### src/logic/gpr_pkg.sv
// gpr_pkg: shared constants, types and mask functions for the general purpose port registers
package gpr_pkg;

  localparam int DATA_W = 16;
  localparam int ADDR_W = 16;
  localparam int PA_PINS = 8;
  localparam int PB_PINS = 16;

  // register byte offsets
  localparam logic [15:0] OFS_PA_DIR = 16'h02c0;
  localparam logic [15:0] OFS_PA_PIN = 16'h02c2;
  localparam logic [15:0] OFS_PA_LAT = 16'h02c4;
  localparam logic [15:0] OFS_PA_ODC = 16'h02c6;
  localparam logic [15:0] OFS_PB_DIR = 16'h02c8;
  localparam logic [15:0] OFS_PB_PIN = 16'h02ca;
  localparam logic [15:0] OFS_PB_LAT = 16'h02cc;
  localparam logic [15:0] OFS_PB_ODC = 16'h02ce;
  localparam logic [15:0] OFS_PAD    = 16'h02fc;

  // values after reset
  localparam logic [15:0] RST_PA_DIR = 16'h00df;
  localparam logic [15:0] RST_PB_DIR = 16'hffff;
  localparam logic [15:0] RST_ODC    = 16'h0000;
  localparam logic [15:0] RST_PAD    = 16'h0000;

  // field positions and implemented-bit layouts
  localparam logic [15:0] PA_DIR_FULL      = 16'h00df;
  localparam logic [15:0] PA_PIN_FULL      = 16'h00ff;
  localparam logic [15:0] PA_BIT7          = 16'h0080;
  localparam logic [15:0] PA_RST_PIN_BIT   = 16'h0020;
  localparam logic [15:0] PB_MISSING_SMALL = 16'h3086;
  localparam logic [15:0] PB_MISSING_14    = 16'h0c68;
  localparam logic [15:0] PAD_MASK_FULL    = 16'h0f00;
  localparam logic [15:0] PAD_MASK_SMALL   = 16'h0300;
  localparam int          PAD_SCK1_POS     = 8;
  localparam int          PAD_SDO1_POS     = 9;
  localparam int          PAD_SCK2_POS     = 10;
  localparam int          PAD_SDO2_POS     = 11;

  typedef enum logic [1:0] {
    GPR_PINS_14 = 2'b00,
    GPR_PINS_20 = 2'b01,
    GPR_PINS_28 = 2'b10
  } gpr_variant_t;

  typedef enum logic [3:0] {
    GPR_SEL_NONE   = 4'b0000,
    GPR_SEL_PA_DIR = 4'b0001,
    GPR_SEL_PA_PIN = 4'b0010,
    GPR_SEL_PA_LAT = 4'b0011,
    GPR_SEL_PA_ODC = 4'b0100,
    GPR_SEL_PB_DIR = 4'b0101,
    GPR_SEL_PB_PIN = 4'b0110,
    GPR_SEL_PB_LAT = 4'b0111,
    GPR_SEL_PB_ODC = 4'b1000,
    GPR_SEL_PAD    = 4'b1001
  } gpr_reg_t;

  function automatic gpr_reg_t gpr_decode(input logic [15:0] addr);
    case (addr)
      OFS_PA_DIR: gpr_decode = GPR_SEL_PA_DIR;
      OFS_PA_PIN: gpr_decode = GPR_SEL_PA_PIN;
      OFS_PA_LAT: gpr_decode = GPR_SEL_PA_LAT;
      OFS_PA_ODC: gpr_decode = GPR_SEL_PA_ODC;
      OFS_PB_DIR: gpr_decode = GPR_SEL_PB_DIR;
      OFS_PB_PIN: gpr_decode = GPR_SEL_PB_PIN;
      OFS_PB_LAT: gpr_decode = GPR_SEL_PB_LAT;
      OFS_PB_ODC: gpr_decode = GPR_SEL_PB_ODC;
      OFS_PAD:    gpr_decode = GPR_SEL_PAD;
      default:    gpr_decode = GPR_SEL_NONE;
    endcase
  endfunction

  function automatic logic [15:0] gpr_pa_dir_mask(input gpr_variant_t v);
    gpr_pa_dir_mask = (v == GPR_PINS_28) ? PA_DIR_FULL : (PA_DIR_FULL & ~PA_BIT7);
  endfunction

  function automatic logic [15:0] gpr_pa_pin_mask(input gpr_variant_t v);
    gpr_pa_pin_mask = (v == GPR_PINS_28) ? PA_PIN_FULL : (PA_PIN_FULL & ~PA_BIT7);
  endfunction

  function automatic logic [15:0] gpr_pb_mask(input gpr_variant_t v);
    case (v)
      GPR_PINS_14: gpr_pb_mask = ~(PB_MISSING_SMALL | PB_MISSING_14);
      GPR_PINS_20: gpr_pb_mask = ~PB_MISSING_SMALL;
      default:     gpr_pb_mask = 16'hffff;
    endcase
  endfunction

  function automatic logic [15:0] gpr_pad_mask(input logic spi2_present);
    gpr_pad_mask = spi2_present ? PAD_MASK_FULL : PAD_MASK_SMALL;
  endfunction

endpackage

### src/logic/gpr_pin_sync.sv
// gpr_pin_sync: three-stage pin synchroniser, a change is taken once stages two and three agree
`timescale 1ns/1ps
module gpr_pin_sync #(
  parameter int WIDTH = 24
) (
  input  wire logic             clk,
  input  wire logic             srst,
  input  wire logic [WIDTH-1:0] pin_in,
  output logic      [WIDTH-1:0] pin_sync
);

  logic [WIDTH-1:0] s1_q;
  logic [WIDTH-1:0] s2_q;
  logic [WIDTH-1:0] s3_q;
  logic [WIDTH-1:0] val_q;
  logic [WIDTH-1:0] val_d;

  // stage one feeds only stage two; the agreement check looks at stages two and three
  always_comb
  begin
    val_d = val_q;
    for (int i = 0; i < WIDTH; i++)
    begin
      if (s2_q[i] == s3_q[i])
      begin
        val_d[i] = s3_q[i];
      end
    end
  end

  always_ff @(posedge clk)
  begin
    if (srst)
    begin
      s1_q  <= '0;
      s2_q  <= '0;
      s3_q  <= '0;
      val_q <= '0;
    end
    else
    begin
      s1_q  <= pin_in;
      s2_q  <= s1_q;
      s3_q  <= s2_q;
      val_q <= val_d;
    end
  end

  assign pin_sync = val_q;

endmodule

### src/logic/gpr_top.sv
// gpr_top: port A, port B and pad configuration registers with pin drive logic
`timescale 1ns/1ps
module gpr_top #(
  parameter gpr_pkg::gpr_variant_t VARIANT      = gpr_pkg::GPR_PINS_28,
  parameter bit                    SPI2_PRESENT = 1'b1
) (
  input  wire logic [gpr_pkg::ADDR_W-1:0]  addr,
  input  wire logic                        clk,
  input  wire logic                        srst,
  input  wire logic [gpr_pkg::DATA_W-1:0]  wr_data,
  input  wire logic                        wr_en,
  input  wire logic                        rd_en,
  output logic      [gpr_pkg::DATA_W-1:0]  rd_data,
  input  wire logic                        reset_pin_enable_fuse,
  input  wire logic [gpr_pkg::PA_PINS-1:0] pa_in,
  output logic      [gpr_pkg::PA_PINS-1:0] pa_out,
  output logic      [gpr_pkg::PA_PINS-1:0] pa_oe,
  input  wire logic [gpr_pkg::PB_PINS-1:0] pb_in,
  output logic      [gpr_pkg::PB_PINS-1:0] pb_out,
  output logic      [gpr_pkg::PB_PINS-1:0] pb_oe,
  output logic                             spi1_data_out_disable,
  output logic                             spi1_clock_out_disable,
  output logic                             spi2_data_out_disable,
  output logic                             spi2_clock_out_disable
);
  import gpr_pkg::*;

  localparam logic [15:0] PA_MASK     = gpr_pa_dir_mask(VARIANT);
  localparam logic [15:0] PA_PIN_MASK = gpr_pa_pin_mask(VARIANT);
  localparam logic [15:0] PB_MASK     = gpr_pb_mask(VARIANT);
  localparam logic [15:0] PAD_MASK    = gpr_pad_mask(SPI2_PRESENT);

  gpr_reg_t    sel;
  logic [15:0] pa_dir_q;
  logic [15:0] pa_dir_d;
  logic [15:0] pa_lat_q;
  logic [15:0] pa_lat_d;
  logic [15:0] pa_odc_q;
  logic [15:0] pa_odc_d;
  logic [15:0] pb_dir_q;
  logic [15:0] pb_dir_d;
  logic [15:0] pb_lat_q;
  logic [15:0] pb_lat_d;
  logic [15:0] pb_odc_q;
  logic [15:0] pb_odc_d;
  logic [15:0] pad_q;
  logic [15:0] pad_d;
  logic [15:0] rd_data_q;
  logic [15:0] rd_data_d;
  logic [23:0] pins_sync;
  logic [15:0] pa_pin_view;
  logic [15:0] pb_pin_view;
  logic [15:0] pa_fuse_mask;

  assign sel = gpr_decode(addr);

  // pins are asynchronous to clk, so they pass the three-stage synchroniser
  gpr_pin_sync #(
    .WIDTH (24)
  ) u_pin_sync (
    .clk      (clk),
    .srst     (srst),
    .pin_in   ({pb_in, pa_in}),
    .pin_sync (pins_sync)
  );

  // the fuse hands bit 5 to the reset pin, so the port loses it entirely
  assign pa_fuse_mask = reset_pin_enable_fuse ? ~PA_RST_PIN_BIT : 16'hffff;
  assign pa_pin_view  = {8'h00, pins_sync[7:0]} & PA_PIN_MASK & pa_fuse_mask;
  assign pb_pin_view  = pins_sync[23:8] & PB_MASK;

  // next values: writes are masked, so absent bits never store a one
  always_comb
  begin
    pa_dir_d = pa_dir_q;
    pa_odc_d = pa_odc_q;
    pb_dir_d = pb_dir_q;
    pb_odc_d = pb_odc_q;
    pad_d    = pad_q;
    pa_lat_d = pa_lat_q;
    pb_lat_d = pb_lat_q;
    if (wr_en)
    begin
      case (sel)
        GPR_SEL_PA_DIR: pa_dir_d = wr_data & PA_MASK;
        GPR_SEL_PA_PIN: pa_lat_d = wr_data & PA_MASK;
        GPR_SEL_PA_LAT: pa_lat_d = wr_data & PA_MASK;
        GPR_SEL_PA_ODC: pa_odc_d = wr_data & PA_MASK;
        GPR_SEL_PB_DIR: pb_dir_d = wr_data & PB_MASK;
        GPR_SEL_PB_PIN: pb_lat_d = wr_data & PB_MASK;
        GPR_SEL_PB_LAT: pb_lat_d = wr_data & PB_MASK;
        GPR_SEL_PB_ODC: pb_odc_d = wr_data & PB_MASK;
        GPR_SEL_PAD:    pad_d    = wr_data & PAD_MASK;
        default:        pad_d    = pad_q;
      endcase
    end
  end

  always_ff @(posedge clk)
  begin
    if (srst)
    begin
      pa_dir_q <= RST_PA_DIR & PA_MASK;
      pb_dir_q <= RST_PB_DIR & PB_MASK;
      pa_odc_q <= RST_ODC;
      pb_odc_q <= RST_ODC;
      pad_q    <= RST_PAD;
    end
    else
    begin
      pa_dir_q <= pa_dir_d;
      pb_dir_q <= pb_dir_d;
      pa_odc_q <= pa_odc_d;
      pb_odc_q <= pb_odc_d;
      pad_q    <= pad_d;
    end
  end

  // latches keep no reset; direction resets to input so the unknown never reaches a pin
  always_ff @(posedge clk)
  begin
    pa_lat_q <= pa_lat_d;
    pb_lat_q <= pb_lat_d;
  end

  // read data stands only in the cycle after the read strobe
  // latch bits without a pin are masked, so a never written latch still reads zero there
  always_comb
  begin
    rd_data_d = 16'h0000;
    if (rd_en)
    begin
      case (sel)
        GPR_SEL_PA_DIR: rd_data_d = pa_dir_q;
        GPR_SEL_PA_PIN: rd_data_d = pa_pin_view;
        GPR_SEL_PA_LAT: rd_data_d = pa_lat_q & PA_MASK;
        GPR_SEL_PA_ODC: rd_data_d = pa_odc_q;
        GPR_SEL_PB_DIR: rd_data_d = pb_dir_q;
        GPR_SEL_PB_PIN: rd_data_d = pb_pin_view;
        GPR_SEL_PB_LAT: rd_data_d = pb_lat_q & PB_MASK;
        GPR_SEL_PB_ODC: rd_data_d = pb_odc_q;
        GPR_SEL_PAD:    rd_data_d = pad_q;
        default:        rd_data_d = 16'h0000;
      endcase
    end
  end

  always_ff @(posedge clk)
  begin
    if (srst)
    begin
      rd_data_q <= 16'h0000;
    end
    else
    begin
      rd_data_q <= rd_data_d;
    end
  end

  assign rd_data = rd_data_q;

  // open drain keeps the driver off whenever the latch asks for high
  assign pa_oe  = (~pa_dir_q[7:0]) & (~pa_odc_q[7:0] | ~pa_lat_q[7:0]) & PA_MASK[7:0];
  assign pa_out = pa_lat_q[7:0] & (~pa_odc_q[7:0]) & (~pa_dir_q[7:0]) & PA_MASK[7:0];
  assign pb_oe  = (~pb_dir_q) & (~pb_odc_q | ~pb_lat_q) & PB_MASK;
  assign pb_out = pb_lat_q & (~pb_odc_q) & (~pb_dir_q) & PB_MASK;

  assign spi1_clock_out_disable = pad_q[PAD_SCK1_POS];
  assign spi1_data_out_disable  = pad_q[PAD_SDO1_POS];
  assign spi2_clock_out_disable = pad_q[PAD_SCK2_POS];
  assign spi2_data_out_disable  = pad_q[PAD_SDO2_POS];
endmodule
### config.mk
export PLATFORM = sky130hd
export DESIGN_NAME = gpr_top
export DESIGN_NICKNAME = d
export VERILOG_FILES = /design/src/logic/gpr_pkg.sv /design/src/logic/gpr_pin_sync.sv /design/src/logic/gpr_top.sv
export SDC_FILE = /design/constraint.sdc
export NUM_CORES = 1
export LEC_CHECK = 0
export ABC_CLOCK_PERIOD_IN_PS = 2950
export BUFFER_PORTS_ARGS = -buffer_cell sky130_fd_sc_hd__buf_2
export CAP_MARGIN = 30
export CORE_MARGIN = 5
export CORE_UTILIZATION = 57
export CTS_BUF_LIST = sky130_fd_sc_hd__clkbuf_2 sky130_fd_sc_hd__clkbuf_4 sky130_fd_sc_hd__clkbuf_8
export DETAILED_ROUTE_END_ITERATION = 10
export PLACE_DENSITY = 0.82
export SYNTH_ARGS = -nofsm -noshare
export SYNTH_HDL_FRONTEND = slang
export SYNTH_SLANG_ARGS = --single-unit
### constraint.sdc
create_clock -name clk -period 2.95 [get_ports clk]
set_clock_uncertainty 0.15 [all_clocks]
set_input_delay 0.1475 -clock clk [delete_from_list [all_inputs] [get_ports clk]]
set_output_delay 0.1475 -clock clk [all_outputs]
set_load 0.01 [all_outputs]
==> impl_summary.log, run 1 <==
INFO  metric run_status = complete, no violations
INFO  metric number_of_global_route_vias_before_repair = 5586
INFO  metric slew_headroom = 46.2%
INFO  metric timing.critical_path.required = 3170 ps
INFO  metric tritoncts_num_sinks = 185
INFO  metric syn-instance-count = 686
INFO  metric dieArea = 14500 µm²
INFO  metric synth_cell_type_count = 50
INFO  metric cts.root.buffer_cell = sky130_fd_sc_hd__clkbuf_8
INFO  metric synth.most_common_cell = sky130_fd_sc_hd__dfxtp_1
INFO  metric place_hpwl = 11500 µm
INFO  metric hold_slack = 65.1 ps
INFO  metric ctsLongestPathBuffers = 2
INFO  metric chipHeight = 120 µm
INFO  metric cp.buffers_inverters = 1
INFO  metric yosys.area.top_type = sky130_fd_sc_hd__dfxtp_1
INFO  metric vdd_drop_max = 0.000336 V
INFO  metric yosys-top-cells-count = sky130_fd_sc_hd__dfxtp_1, sky130_fd_sc_hd__nand2_1, sky130_fd_sc_hd__nor2b_1, sky130_fd_sc_hd__a21oi_1, sky130_fd_sc_hd__nor2_1
INFO  metric fin_total_pwr = 4.28 mW
INFO  metric tns = 0 ps
INFO  metric tritoncts = yes
INFO  metric placed_cells = 939
INFO  metric fin_util = 70.9%
INFO  metric path_cells = buf_2, or4b_1, or2_1, nor4_4, o21ai_2, a31oi_1
INFO  metric worst_setup_path_start_kind = input pin
INFO  metric critPathSlowestCell = sky130_fd_sc_hd__or4b_1
INFO  metric clk_pin_slew_worst_paths = 90 ps
INFO  metric globalRouteTotalUtil = 24.2%
INFO  metric critical-path-max-stage-delay = 690 ps
INFO  metric fin_crit_sh = 75.6%
INFO  metric transition_time_of_the_tightest_slew_check_pin = 807 ps
INFO  metric cts_hold_buf = 47
INFO  metric design.final.nets = 919
INFO  metric slew_violations = 0
INFO  metric final_critical_path_setup_slack = 720 ps
INFO  metric grt_start_max_net_pins = 101
INFO  metric total_of_endpoints_with_negative_setup_slack_in_the_final_report = 0
INFO  metric crit_arrival = 2450 ps
INFO  metric timing_hold_violations_final = 0
INFO  metric h-tree-depth = 4
INFO  metric setup_repair_after_global_routing_missed_its_margin = no
INFO  metric cts_made_buffers = 17
INFO  metric drt-wirelength-per-cell = 17.0 µm
INFO  metric core_area = 12000 µm²
INFO  metric p_leak = 3.43 nW
INFO  metric power-per-cell-area = 502 nW/µm²
INFO  metric synthesis_warnings = 0
INFO  metric synthToLayoutAreaGrowth = 22.5%
INFO  metric place_congestion = 0.910
INFO  metric synth-edff-count = 23
INFO  metric min_path_type = input pin to flip-flop
INFO  metric synth_area = 6960 µm²
INFO  metric drtPass1Iterations = 8
INFO  metric proportion_of_netlist_area_held_by_the_largest_area_contributor = 46.6%
INFO  metric first_iter_violations = 658
INFO  metric via_per_inst = 5.63
INFO  metric number_of_buffers_inserted_by_port_buffering = 126
INFO  metric layout-drive-gt1-share = 23.0%
INFO  metric antenna_cells = 0
INFO  metric avgSynthCellArea = 10.1 µm²
INFO  metric drc = 0
INFO  metric fin_area = 8520 µm²
INFO  metric postRouteWirelength = 17300 µm
INFO  metric fill_cells = 873
INFO  metric post_layout_nonfiller_instances = 1018
INFO  metric route.antenna.remaining_nets = 0
INFO  metric die_width = 120 µm
INFO  metric postCtsSetupRepairBufs = 0
INFO  metric critical_path_fanouts_max = 16
INFO  metric num_io_pins = 129
INFO  metric synth-seq-area-share = 56.5%
INFO  metric netlist_top_cells_area = sky130_fd_sc_hd__dfxtp_1, sky130_fd_sc_hd__edfxtp_1, sky130_fd_sc_hd__nor2b_1
INFO  metric asyncSetResetFlopFracSynth = 0%
INFO  metric grt_pass1_wl = 27600 µm
INFO  metric worstSetupEndpointType = flip-flop
INFO  metric max_clock_freq = 448 MHz
INFO  metric floorplan.initialDensity = 57.9%
INFO  metric worst_path_dominant_cell_family = simple AND/OR/NAND/NOR gates
INFO  metric total_number_of_vias = 5727
INFO  metric max_cap_violations = 0
INFO  metric synth.ff_latch_count = 185
INFO  metric post_cts_resized = 0
INFO  metric fin_crit = 2230 ps
INFO  metric criticalPathCategory = input pin to flip-flop
INFO  metric overflow = 0
INFO  metric placed_cell_area = 7720 µm²
INFO  metric synth_flop_cell = sky130_fd_sc_hd__dfxtp_1
INFO  metric antenna_violations_before_repair = 0
INFO  metric clock_latency = 460 ps
INFO  metric dpl_worst_slack = 274 ps
INFO  metric std_cell_rows = 40
## cells by family after synthesis
| group | count (synthesis) | share of synthesized area [%] |
|---|---|---|
| flip-flops | 185 | 56.5 |
| multiplexers | 18 | 2.72 |
| AO/OA/AOI/OAI | 173 | 16.5 |
| AND/OR/NAND/NOR | 253 | 20.3 |
| other | 1 | 0.0539 |
| buffers and inverters | 55 | 3.76 |
| XOR/XNOR | 1 | 0.126 |
## power by group
group          switching [mW]  internal [mW]  leakage, nW  total, mW
registers              0.0146           2.58         1.52       2.60
logic                   0.107          0.111         1.72      0.218
clock network           0.843          0.620        0.187       1.46
## area by class of cell
type	instances	area (µm²)	share of cell area (%)
sequential	185	3930	46.2
multi-input combinational	447	2770	32.4
timing repair buffer	189	1240	14.5
clock buffer	21	264	3.10
tap	147	184	2.16
clock inverter	11	71.3	0.837
inverter	18	67.6	0.793
## path summary, 6_finish.rpt
path | startpoint | endpoint | slack (ps) | cells past startpoint
worst max-delay path | addr[8] | rd_data[0] | 720 | 6
worst min-delay path | reset_pin_enable_fuse | rd_data[5] | 70 | 4
worst max register to register | pb_lat_q[2] | rd_data[2] | 1270 | 5
worst min register to register | u_pin_sync.s1_q[16] | u_pin_sync.s2_q[16] | 290 | 1
## metal layers
layer,track usage (%),vias up,wire length [µm]
met4,11.9,0,534
met5,0,-,0
li1,-,2732,-
met2,39.7,264,8290
met1,30.0,2673,7160
met3,5.71,58,1320
## layout by cell type (no fill, tap or decap), types with 17 or more instances in the layout
cell type                       Yosys  final
sky130_fd_sc_hd__nor3b_1           22     22
sky130_fd_sc_hd__nor2b_1           80     80
sky130_fd_sc_hd__o21ai_0           25     25
sky130_fd_sc_hd__nor2_1            31     31
sky130_fd_sc_hd__dlygate4sd3_1      0     47
sky130_fd_sc_hd__nand2_1           93     93
sky130_fd_sc_hd__clkbuf_8           0     17
sky130_fd_sc_hd__dfxtp_1          162    162
sky130_fd_sc_hd__inv_1             18     18
sky130_fd_sc_hd__buf_2              5    125
sky130_fd_sc_hd__a21oi_1           68     68
sky130_fd_sc_hd__a211o_1           19     19
sky130_fd_sc_hd__a22oi_1           19     19
sky130_fd_sc_hd__edfxtp_1          23     23
## sequential cells by signal, indices dropped and copies added (netlist names)
name                 cells
pb_dir_q                16
u_pin_sync.s1_q         24
u_pin_sync.s2_q         24
u_pin_sync.pin_sync     24
pad_q                    4
pa_lat_q                 7
pb_lat_q                16
pa_dir_q                 7
pa_odc_q                 7
u_pin_sync.s3_q         24
pb_odc_q                16
rd_data                 16
## tightest hold or removal path, cell delays in order
cell,delay [ps]
sky130_fd_sc_hd__buf_2,90
sky130_fd_sc_hd__and3b_1,160
sky130_fd_sc_hd__o21ai_0,140
sky130_fd_sc_hd__a31oi_1,80
No activity file was read; power rests on OpenSTA's default activity.
==> run 2: changes to the inputs <==
--- a/config.mk
+++ b/config.mk
@@ -5,14 +5,14 @@
 export SDC_FILE = /design/constraint.sdc
 export NUM_CORES = 1
 export LEC_CHECK = 0
-export ABC_CLOCK_PERIOD_IN_PS = 2950
+export ABC_CLOCK_PERIOD_IN_PS = 1850
 export BUFFER_PORTS_ARGS = -buffer_cell sky130_fd_sc_hd__buf_2
 export CAP_MARGIN = 30
 export CORE_MARGIN = 5
-export CORE_UTILIZATION = 57
+export CORE_UTILIZATION = 52
 export CTS_BUF_LIST = sky130_fd_sc_hd__clkbuf_2 sky130_fd_sc_hd__clkbuf_4 sky130_fd_sc_hd__clkbuf_8
 export DETAILED_ROUTE_END_ITERATION = 10
-export PLACE_DENSITY = 0.82
+export PLACE_DENSITY = 0.78
 export SYNTH_ARGS = -nofsm -noshare
 export SYNTH_HDL_FRONTEND = slang
 export SYNTH_SLANG_ARGS = --single-unit
==> constraint.sdc (replaced) <==
create_clock -name clk -period 1.85 [get_ports clk]
set_clock_uncertainty 0.15 [all_clocks]
set_input_delay 0.0925 -clock clk [delete_from_list [all_inputs] [get_ports clk]]
set_output_delay 0.0925 -clock clk [all_outputs]
set_load 0.01 [all_outputs]
==> run 2 against run 1 <==
Against the previous run: sequential share of layout area is 2.5 points lower; non-clock buffer count rose by 31; largest cell class unchanged; sequential power is 59% higher; global-route usage fell by 1.7 points; cell area up 5.6%; critical path type unchanged; cell count is 5.9% higher; hold slack got worse by 24 ps; total power increased by 72%; setup slack worse by 650 ps; wire length increased by 2.8%.
==> impl_summary.log, run 2 (synthesis gave the netlist of run 1 again) <==
INFO  metric vdd_drop_max = 0.000682 V (+100%)
INFO  metric commonest_non_fill_non_tap_cell_in_the_layout = sky130_fd_sc_hd__dfxtp_1
INFO  metric startpoint = addr[8]
INFO  metric timing.hold.worst_path_depth = 5 (+1)
INFO  metric die_width = 126 µm (+4.3%)
INFO  metric criticalPathCategory = input pin to flip-flop
INFO  metric synthToLayoutAreaGrowth = 29.4%
INFO  metric layout-drive-gt1-share = 27.1% (+4.1 points)
INFO  metric seq_area = 3930 µm² (unchanged)
INFO  metric hold_slack = 41.3 ps (-23.8 ps)
INFO  metric number_of_buffers_inserted_by_port_buffering = 126 (unchanged)
INFO  metric overflow = 0 (unchanged)
INFO  metric dieArea = 15800 µm² (+8.8%)
INFO  metric ctsLongestPathBuffers = 2 (unchanged)
INFO  metric cts_made_buffers = 17 (unchanged)
INFO  metric place_hpwl = 12400 µm (+8.0%)
INFO  metric placed_cells = 1003 (+6.8%)
INFO  metric floorplan.initialDensity = 52.7% (-5.2 points)
INFO  metric min_path_type = input pin to flip-flop
INFO  metric slew_violations = 0 (unchanged)
INFO  metric worst_r2r_path_depth = 5 (unchanged)
INFO  metric timing.critical_path.required = 1870 ps (-1300 ps)
INFO  metric power-per-cell-area = 816 nW/µm² (+63%)
INFO  metric final_critical_path_setup_slack = 68.9 ps (-651 ps)
INFO  metric clk_pin_slew_worst_paths = 90 ps (about the same)
INFO  metric max_cap_violations = 0 (unchanged)
INFO  metric critical_path_fanouts_max = 10 (-6)
INFO  metric worstSetupEndpointType = flip-flop
INFO  metric core_area = 13200 µm² (+9.8%)
INFO  metric layout_common_cells = sky130_fd_sc_hd__dfxtp_1, sky130_fd_sc_hd__buf_2, sky130_fd_sc_hd__nand2_1
INFO  metric h-tree-depth = 4 (unchanged)
INFO  metric place_congestion = 0.895 (-1.7%)
INFO  metric total_of_endpoints_with_negative_setup_slack_in_the_final_report = 0 (unchanged)
INFO  metric antenna_violations_before_repair = 0 (unchanged)
INFO  metric p_leak = 3.66 nW (+6.7%)
INFO  metric timing_hold_violations_final = 0 (unchanged)
INFO  metric clock_latency = 470 ps (about the same)
INFO  metric tritoncts = yes
INFO  metric reg2reg_setup_slack = 170 ps (-1100 ps)
INFO  metric cts.root.buffer_cell = sky130_fd_sc_hd__clkbuf_8
INFO  metric drtPass1Iterations = 5 (-3)
INFO  metric setup_repair_after_global_routing_missed_its_margin = no
INFO  metric via_per_inst = 5.42 (-3.6%)
INFO  metric chipHeight = 126 µm (+4.3%)
INFO  metric num_io_pins = 129 (unchanged)
INFO  metric number_of_global_route_vias_before_repair = 5658 (+1.3%)
INFO  metric grt_pass1_wl = 28500 µm (+3.4%)
INFO  metric drc = 0 (unchanged)
INFO  metric fin_total_pwr = 7.35 mW (+72%)
INFO  metric dpl_worst_slack = -479 ps (-753 ps)
INFO  metric postRouteWirelength = 17800 µm (+2.8%)
INFO  metric std_cell_rows = 42 (+5.0%)
INFO  metric post_layout_nonfiller_instances = 1078 (+5.9%)
INFO  metric fill_cells = 1034 (+18%)
INFO  metric crit_reg_reg_endpoint = rd_data[1]
INFO  metric grt_start_max_net_pins = 42 (-58%)
INFO  metric fin_util = 68.3% (-2.7 points)
INFO  metric fin_area = 9000 µm² (+5.6%)
INFO  metric total_number_of_vias = 5845 (+2.1%)
INFO  metric fin_crit_sh = 96.3%
INFO  metric multiInputGateArea = 2810 µm² (+1.5%)
INFO  metric antenna_cells = 0 (unchanged)
INFO  metric tns = 0 ps (unchanged)
INFO  metric route.antenna.remaining_nets = 0 (unchanged)
INFO  metric fin_crit = 1780 ps
INFO  metric rr_startpoint = pa_lat_q[1]
INFO  metric run_status = complete, no violations
INFO  metric worst_setup_path_start_kind = input pin
INFO  metric crit_arrival = 1800 ps (-650 ps)
INFO  metric design.final.nets = 950 (+3.4%)
INFO  metric globalRouteTotalUtil = 22.5% (-1.7 points)
INFO  metric tritoncts_num_sinks = 185 (unchanged)
INFO  metric first_iter_violations = 489 (-26%)
INFO  metric placed_cell_area = 8160 µm² (+5.7%)
INFO  metric drt-wirelength-per-cell = 16.5 µm (-2.9%)
INFO  metric max_clock_freq = 561 MHz
INFO  metric critPathCapture = pb_lat_q[13]
[run 2: repair_timing]
action                                  in CTS  in global routing
setup buffers                                0                  2
endpoints found under the setup margin       0                  7
hold endpoints to repair                    97                  0
hold buffers                                41                  0
resized for setup                            0                  0
[run 2: final cells by class]
class,count,share of cell area [%]
clock buffers,22,3.09
clock inverters,10,1.58
inverters,18,0.751
multi-input cells,447,31.2
flip-flops and latches,185,43.7
well taps,176,2.45
repair buffers,220,17.3
[run 2: report_power, final]
part	internal, mW	total [mW]	switching (mW)
clock network	1.44	2.82	1.38
logic	0.199	0.377	0.178
registers	4.12	4.14	0.0248
[run 2: how the worst min path moves through the flow]
stage / end / slack (ps) / start
6_report: rd_data[14] / 40 / rd_en
3_3_place_gp: u_pin_sync.s1_q[3] / 150 / pa_in[3]
3_5_place_dp: u_pin_sync.s1_q[11] / 150 / pb_in[3]
4_1_cts: pa_lat_q[2] / 20 / wr_en
2_1_floorplan: pa_lat_q[0] / 40 / wr_data[0]
5_1_grt: rd_data[9] / 20 / rd_en
[run 2: per-layer routing]
metal	track usage (%)	share of wire [%]
met1	29.0	41
met2	36.0	47
met3	6.14	9.7
met4	9.06	2.9
met5	0	0
[run 2: worst max-delay path, cell delays in order]
cell,delay (ps)
sky130_fd_sc_hd__buf_2,90
sky130_fd_sc_hd__or4b_4,580
sky130_fd_sc_hd__buf_4,170
sky130_fd_sc_hd__nor4_4,280
sky130_fd_sc_hd__nand3_2,200
sky130_fd_sc_hd__nor2_4,220
sky130_fd_sc_hd__buf_12,160
==> run 3: changes to the inputs <==
--- a/config.mk
+++ b/config.mk
@@ -5,6 +5,7 @@
 export SDC_FILE = /design/constraint.sdc
 export NUM_CORES = 1
 export LEC_CHECK = 0
+export ABC_AREA = 1
 export ABC_CLOCK_PERIOD_IN_PS = 1850
 export BUFFER_PORTS_ARGS = -buffer_cell sky130_fd_sc_hd__buf_2
 export CAP_MARGIN = 30
@@ -12,6 +13,7 @@
 export CORE_UTILIZATION = 52
 export CTS_BUF_LIST = sky130_fd_sc_hd__clkbuf_2 sky130_fd_sc_hd__clkbuf_4 sky130_fd_sc_hd__clkbuf_8
 export DETAILED_ROUTE_END_ITERATION = 10
+export HOLD_SLACK_MARGIN = 0.1
 export PLACE_DENSITY = 0.78
 export SYNTH_ARGS = -nofsm -noshare
 export SYNTH_HDL_FRONTEND = slang
==> run 3 against run 2 <==
Against the previous run: sequential share of layout area is 1.7 points lower; clock power is 9.9% higher; global-route usage decreased by 0.60 points; cell count up 19%; wire length fell by 0.75%.
==> impl_summary.log, run 3 <==
INFO  metric globalRouteTotalUtil = 21.9% (-0.60 points)
INFO  metric clk_pin_slew_worst_paths = 90 ps (about the same)
INFO  metric synth_cell_type_count = 37 (-26%)
INFO  metric power-per-cell-area = 815 nW/µm² (-0.17%)
INFO  metric max_cap_violations = 0 (unchanged)
INFO  metric tns = 0 ps (unchanged)
INFO  metric placed_cells = 1183 (+18%)
INFO  metric syn-instance-count = 877 (+28%)
INFO  metric first_iter_violations = 448 (-8.4%)
INFO  metric h-tree-depth = 4 (unchanged)
INFO  metric synth_flop_cell = sky130_fd_sc_hd__dfxtp_1
INFO  metric setup_repair_after_global_routing_missed_its_margin = no
INFO  metric drc = 0 (unchanged)
INFO  metric critical_path_fanouts_max = 7 (-3)
INFO  metric drt-wirelength-per-cell = 13.8 µm (-17%)
INFO  metric path_cells = dlygate4sd3_1, buf_2, nand2_1, inv_2, nand2_1, nor2_2, nand2_4, nand2_4, buf_12, inv_4, nor2_2, nand2_1, o211ai_2, nor2_1, nor2_1
INFO  metric yosys.area.top_type = sky130_fd_sc_hd__dfxtp_1
INFO  metric synth-seq-area-share = 54.4% (-2.1 points)
INFO  metric overflow = 0 (unchanged)
INFO  metric std_cell_rows = 43 (+2.4%)
INFO  metric fin_crit_sh = 94.7% (-1.6 points)
INFO  metric postCtsSetupRepairBufs = 0 (unchanged)
INFO  metric chipHeight = 128 µm (+1.8%)
INFO  metric synthToLayoutAreaGrowth = 29.6%
INFO  metric layout-drive-gt1-share = 20.8% (-6.2 points)
INFO  metric via_per_inst = 4.95 (-8.7%)
INFO  metric dpl_worst_slack = 21.2 ps (+500 ps)
INFO  metric yosys-top-cells-count = sky130_fd_sc_hd__nor2_1, sky130_fd_sc_hd__dfxtp_1, sky130_fd_sc_hd__inv_1, sky130_fd_sc_hd__nand2_1, sky130_fd_sc_hd__a21oi_1
INFO  metric die_width = 128 µm (+1.8%)
INFO  metric dieArea = 16400 µm² (+3.6%)
INFO  metric critical-path-max-stage-delay = 520 ps (-60 ps)
INFO  metric placed_cell_area = 8200 µm² (+0.49%)
INFO  metric synth.ff_latch_count = 185 (unchanged)
INFO  metric synthesis_warnings = 0 (unchanged)
INFO  metric drtPass1Iterations = 5 (unchanged)
INFO  metric total_number_of_vias = 6359 (+8.8%)
INFO  metric critPathSlowestCell = sky130_fd_sc_hd__dlygate4sd3_1
INFO  metric post_layout_nonfiller_instances = 1284 (+19%)
INFO  metric avgSynthCellArea = 8.24 µm² (-19%)
INFO  metric critical_path.most_common_cell = sky130_fd_sc_hd__nand2_1
INFO  metric fin_area = 9370 µm² (+4.1%)
INFO  metric postRouteWirelength = 17700 µm (-0.75%)
INFO  metric clock_latency = 460 ps (about the same)
INFO  metric commonest_non_fill_non_tap_cell_in_the_layout = sky130_fd_sc_hd__nor2_1
INFO  metric ctsLongestPathBuffers = 2 (unchanged)
INFO  metric timing.critical_path.required = 2090 ps (+220 ps)
INFO  metric synth.most_common_cell = sky130_fd_sc_hd__nor2_1
INFO  metric vdd_drop_max = 0.000540 V (-21%)
INFO  metric place_congestion = 0.995 (+11%)
INFO  metric design.final.nets = 1152 (+21%)
INFO  metric slew_violations = 0 (unchanged)
INFO  metric criticalPathCategory = input pin to flip-flop
INFO  metric synth-edff-count = 23 (unchanged)
INFO  metric timing_hold_violations_final = 0 (unchanged)
INFO  metric fin_total_pwr = 7.63 mW (+3.9%)
INFO  metric min_path_type = input pin to flip-flop
INFO  metric cp.buffers_inverters = 5 (+2)
INFO  metric grt_start_max_net_pins = 109 (+160%)
INFO  metric p_leak = 4.48 nW (+23%)
INFO  metric number_of_global_route_vias_before_repair = 5978 (+5.7%)
INFO  metric number_of_buffers_inserted_by_port_buffering = 126 (unchanged)
INFO  metric netlist_top_cells_area = sky130_fd_sc_hd__dfxtp_1, sky130_fd_sc_hd__edfxtp_1, sky130_fd_sc_hd__nor2_1
INFO  metric place_hpwl = 12400 µm (-0.41%)
INFO  metric final_critical_path_setup_slack = 98.3 ps (+29.4 ps)
INFO  metric antenna_cells = 0 (unchanged)
INFO  metric core_area = 13800 µm² (+4.4%)
INFO  metric grt_pass1_wl = 28300 µm (-0.80%)
INFO  metric cts_made_buffers = 17 (unchanged)
INFO  metric floorplan.initialDensity = 52.5% (-0.24 points)
INFO  metric total_of_endpoints_with_negative_setup_slack_in_the_final_report = 0 (unchanged)
INFO  metric crit_arrival = 2000 ps (+200 ps)
INFO  metric fin_crit = 1750 ps (-29.4 ps)
INFO  metric max_clock_freq = 571 MHz (+1.7%)
INFO  metric proportion_of_netlist_area_held_by_the_largest_area_contributor = 44.9% (-1.8 points)
INFO  metric worst_setup_path_start_kind = input pin
INFO  metric tritoncts = yes
INFO  metric synth_area = 7230 µm² (+3.9%)
INFO  metric cts.root.buffer_cell = sky130_fd_sc_hd__clkbuf_8
INFO  metric worstSetupEndpointType = flip-flop
INFO  metric layout_common_cells = sky130_fd_sc_hd__nor2_1, sky130_fd_sc_hd__dfxtp_1, sky130_fd_sc_hd__inv_1
INFO  metric tritoncts_num_sinks = 185 (unchanged)
INFO  metric antenna_violations_before_repair = 0 (unchanged)
INFO  metric asyncSetResetFlopFracSynth = 0% (unchanged)
INFO  metric route.antenna.remaining_nets = 0 (unchanged)
INFO  metric worst_path_dominant_cell_family = simple AND/OR/NAND/NOR gates
INFO  metric num_io_pins = 129 (unchanged)
INFO  metric run_status = complete, no violations
## run 3: area by class of cell
class	count	area (µm²)
Fill cell	1148	4400
Clock buffer	19	262
Sequential cell	185	3930
Clock inverter	13	214
Timing Repair Buffer	217	1540
Tap cell	180	225
Multi-Input combinational cell	509	2590
Inverter	161	611
## run 3: worst paths after layout
kind,to,slack [ps],start,cells past startpoint
worst max register to register,rd_data[14],650,pb_lat_q[14],6
worst min register to register,u_pin_sync.s2_q[3],250,u_pin_sync.s1_q[3],2
worst min-delay path,pad_q[8],140,addr[0],8
worst max-delay path,rd_data[8],100,addr[2],15
## run 3: kinds of logic (layout without fill, tap and decap cells)
logic type	after synthesis	after routing	synth area share (%)
AO/OA/AOI/OAI	169	169	14.4
other	1	2	0.0519
flip-flops	185	185	54.4
buffers and inverters	184	410	10.0
AND/OR/NAND/NOR	338	338	21.1
## run 3: routing by layer
layer	share of wire, %	wire, µm	vias up	GRT usage, %
met2	46	8210	239	36.1
met3	7.2	1280	33	4.25
met1	44	7730	2876	28.4
met5	0	0	-	0
li1	-	-	3211	-
met4	2.5	440	0	8.86
## run 3: power breakdown
group	total, mW	switching, mW	leakage [nW]	internal, mW
Sequential	4.15	0.0256	1.52	4.12
Clock	3.10	1.41	0.242	1.70
Combinational	0.385	0.192	2.72	0.193
## run 3: through the flow
stage | utilization, % | hold slack [ps]
after floorplan | - | 41.4
after CTS | 68.0 | 115
after global placement | 59.5 | 143
after detailed placement | 59.5 | 148
after global routing | 68.0 | 141
final | 68.0 | 137
## run 3: worst register-to-register path, stage by stage, from the launching register on
cell	delay, ps
sky130_fd_sc_hd__edfxtp_1	390
sky130_fd_sc_hd__inv_1	80
sky130_fd_sc_hd__o22ai_1	80
sky130_fd_sc_hd__a21oi_1	120
sky130_fd_sc_hd__o21ai_0	160
sky130_fd_sc_hd__nand2_1	90
sky130_fd_sc_hd__inv_1	40
## run 3: what timing repair did
item | in CTS | in global routing
setup endpoints to repair | 0 | 7
hold buffers | 69 | 0
hold endpoints to repair | 161 | 0
resized for setup | 0 | 3
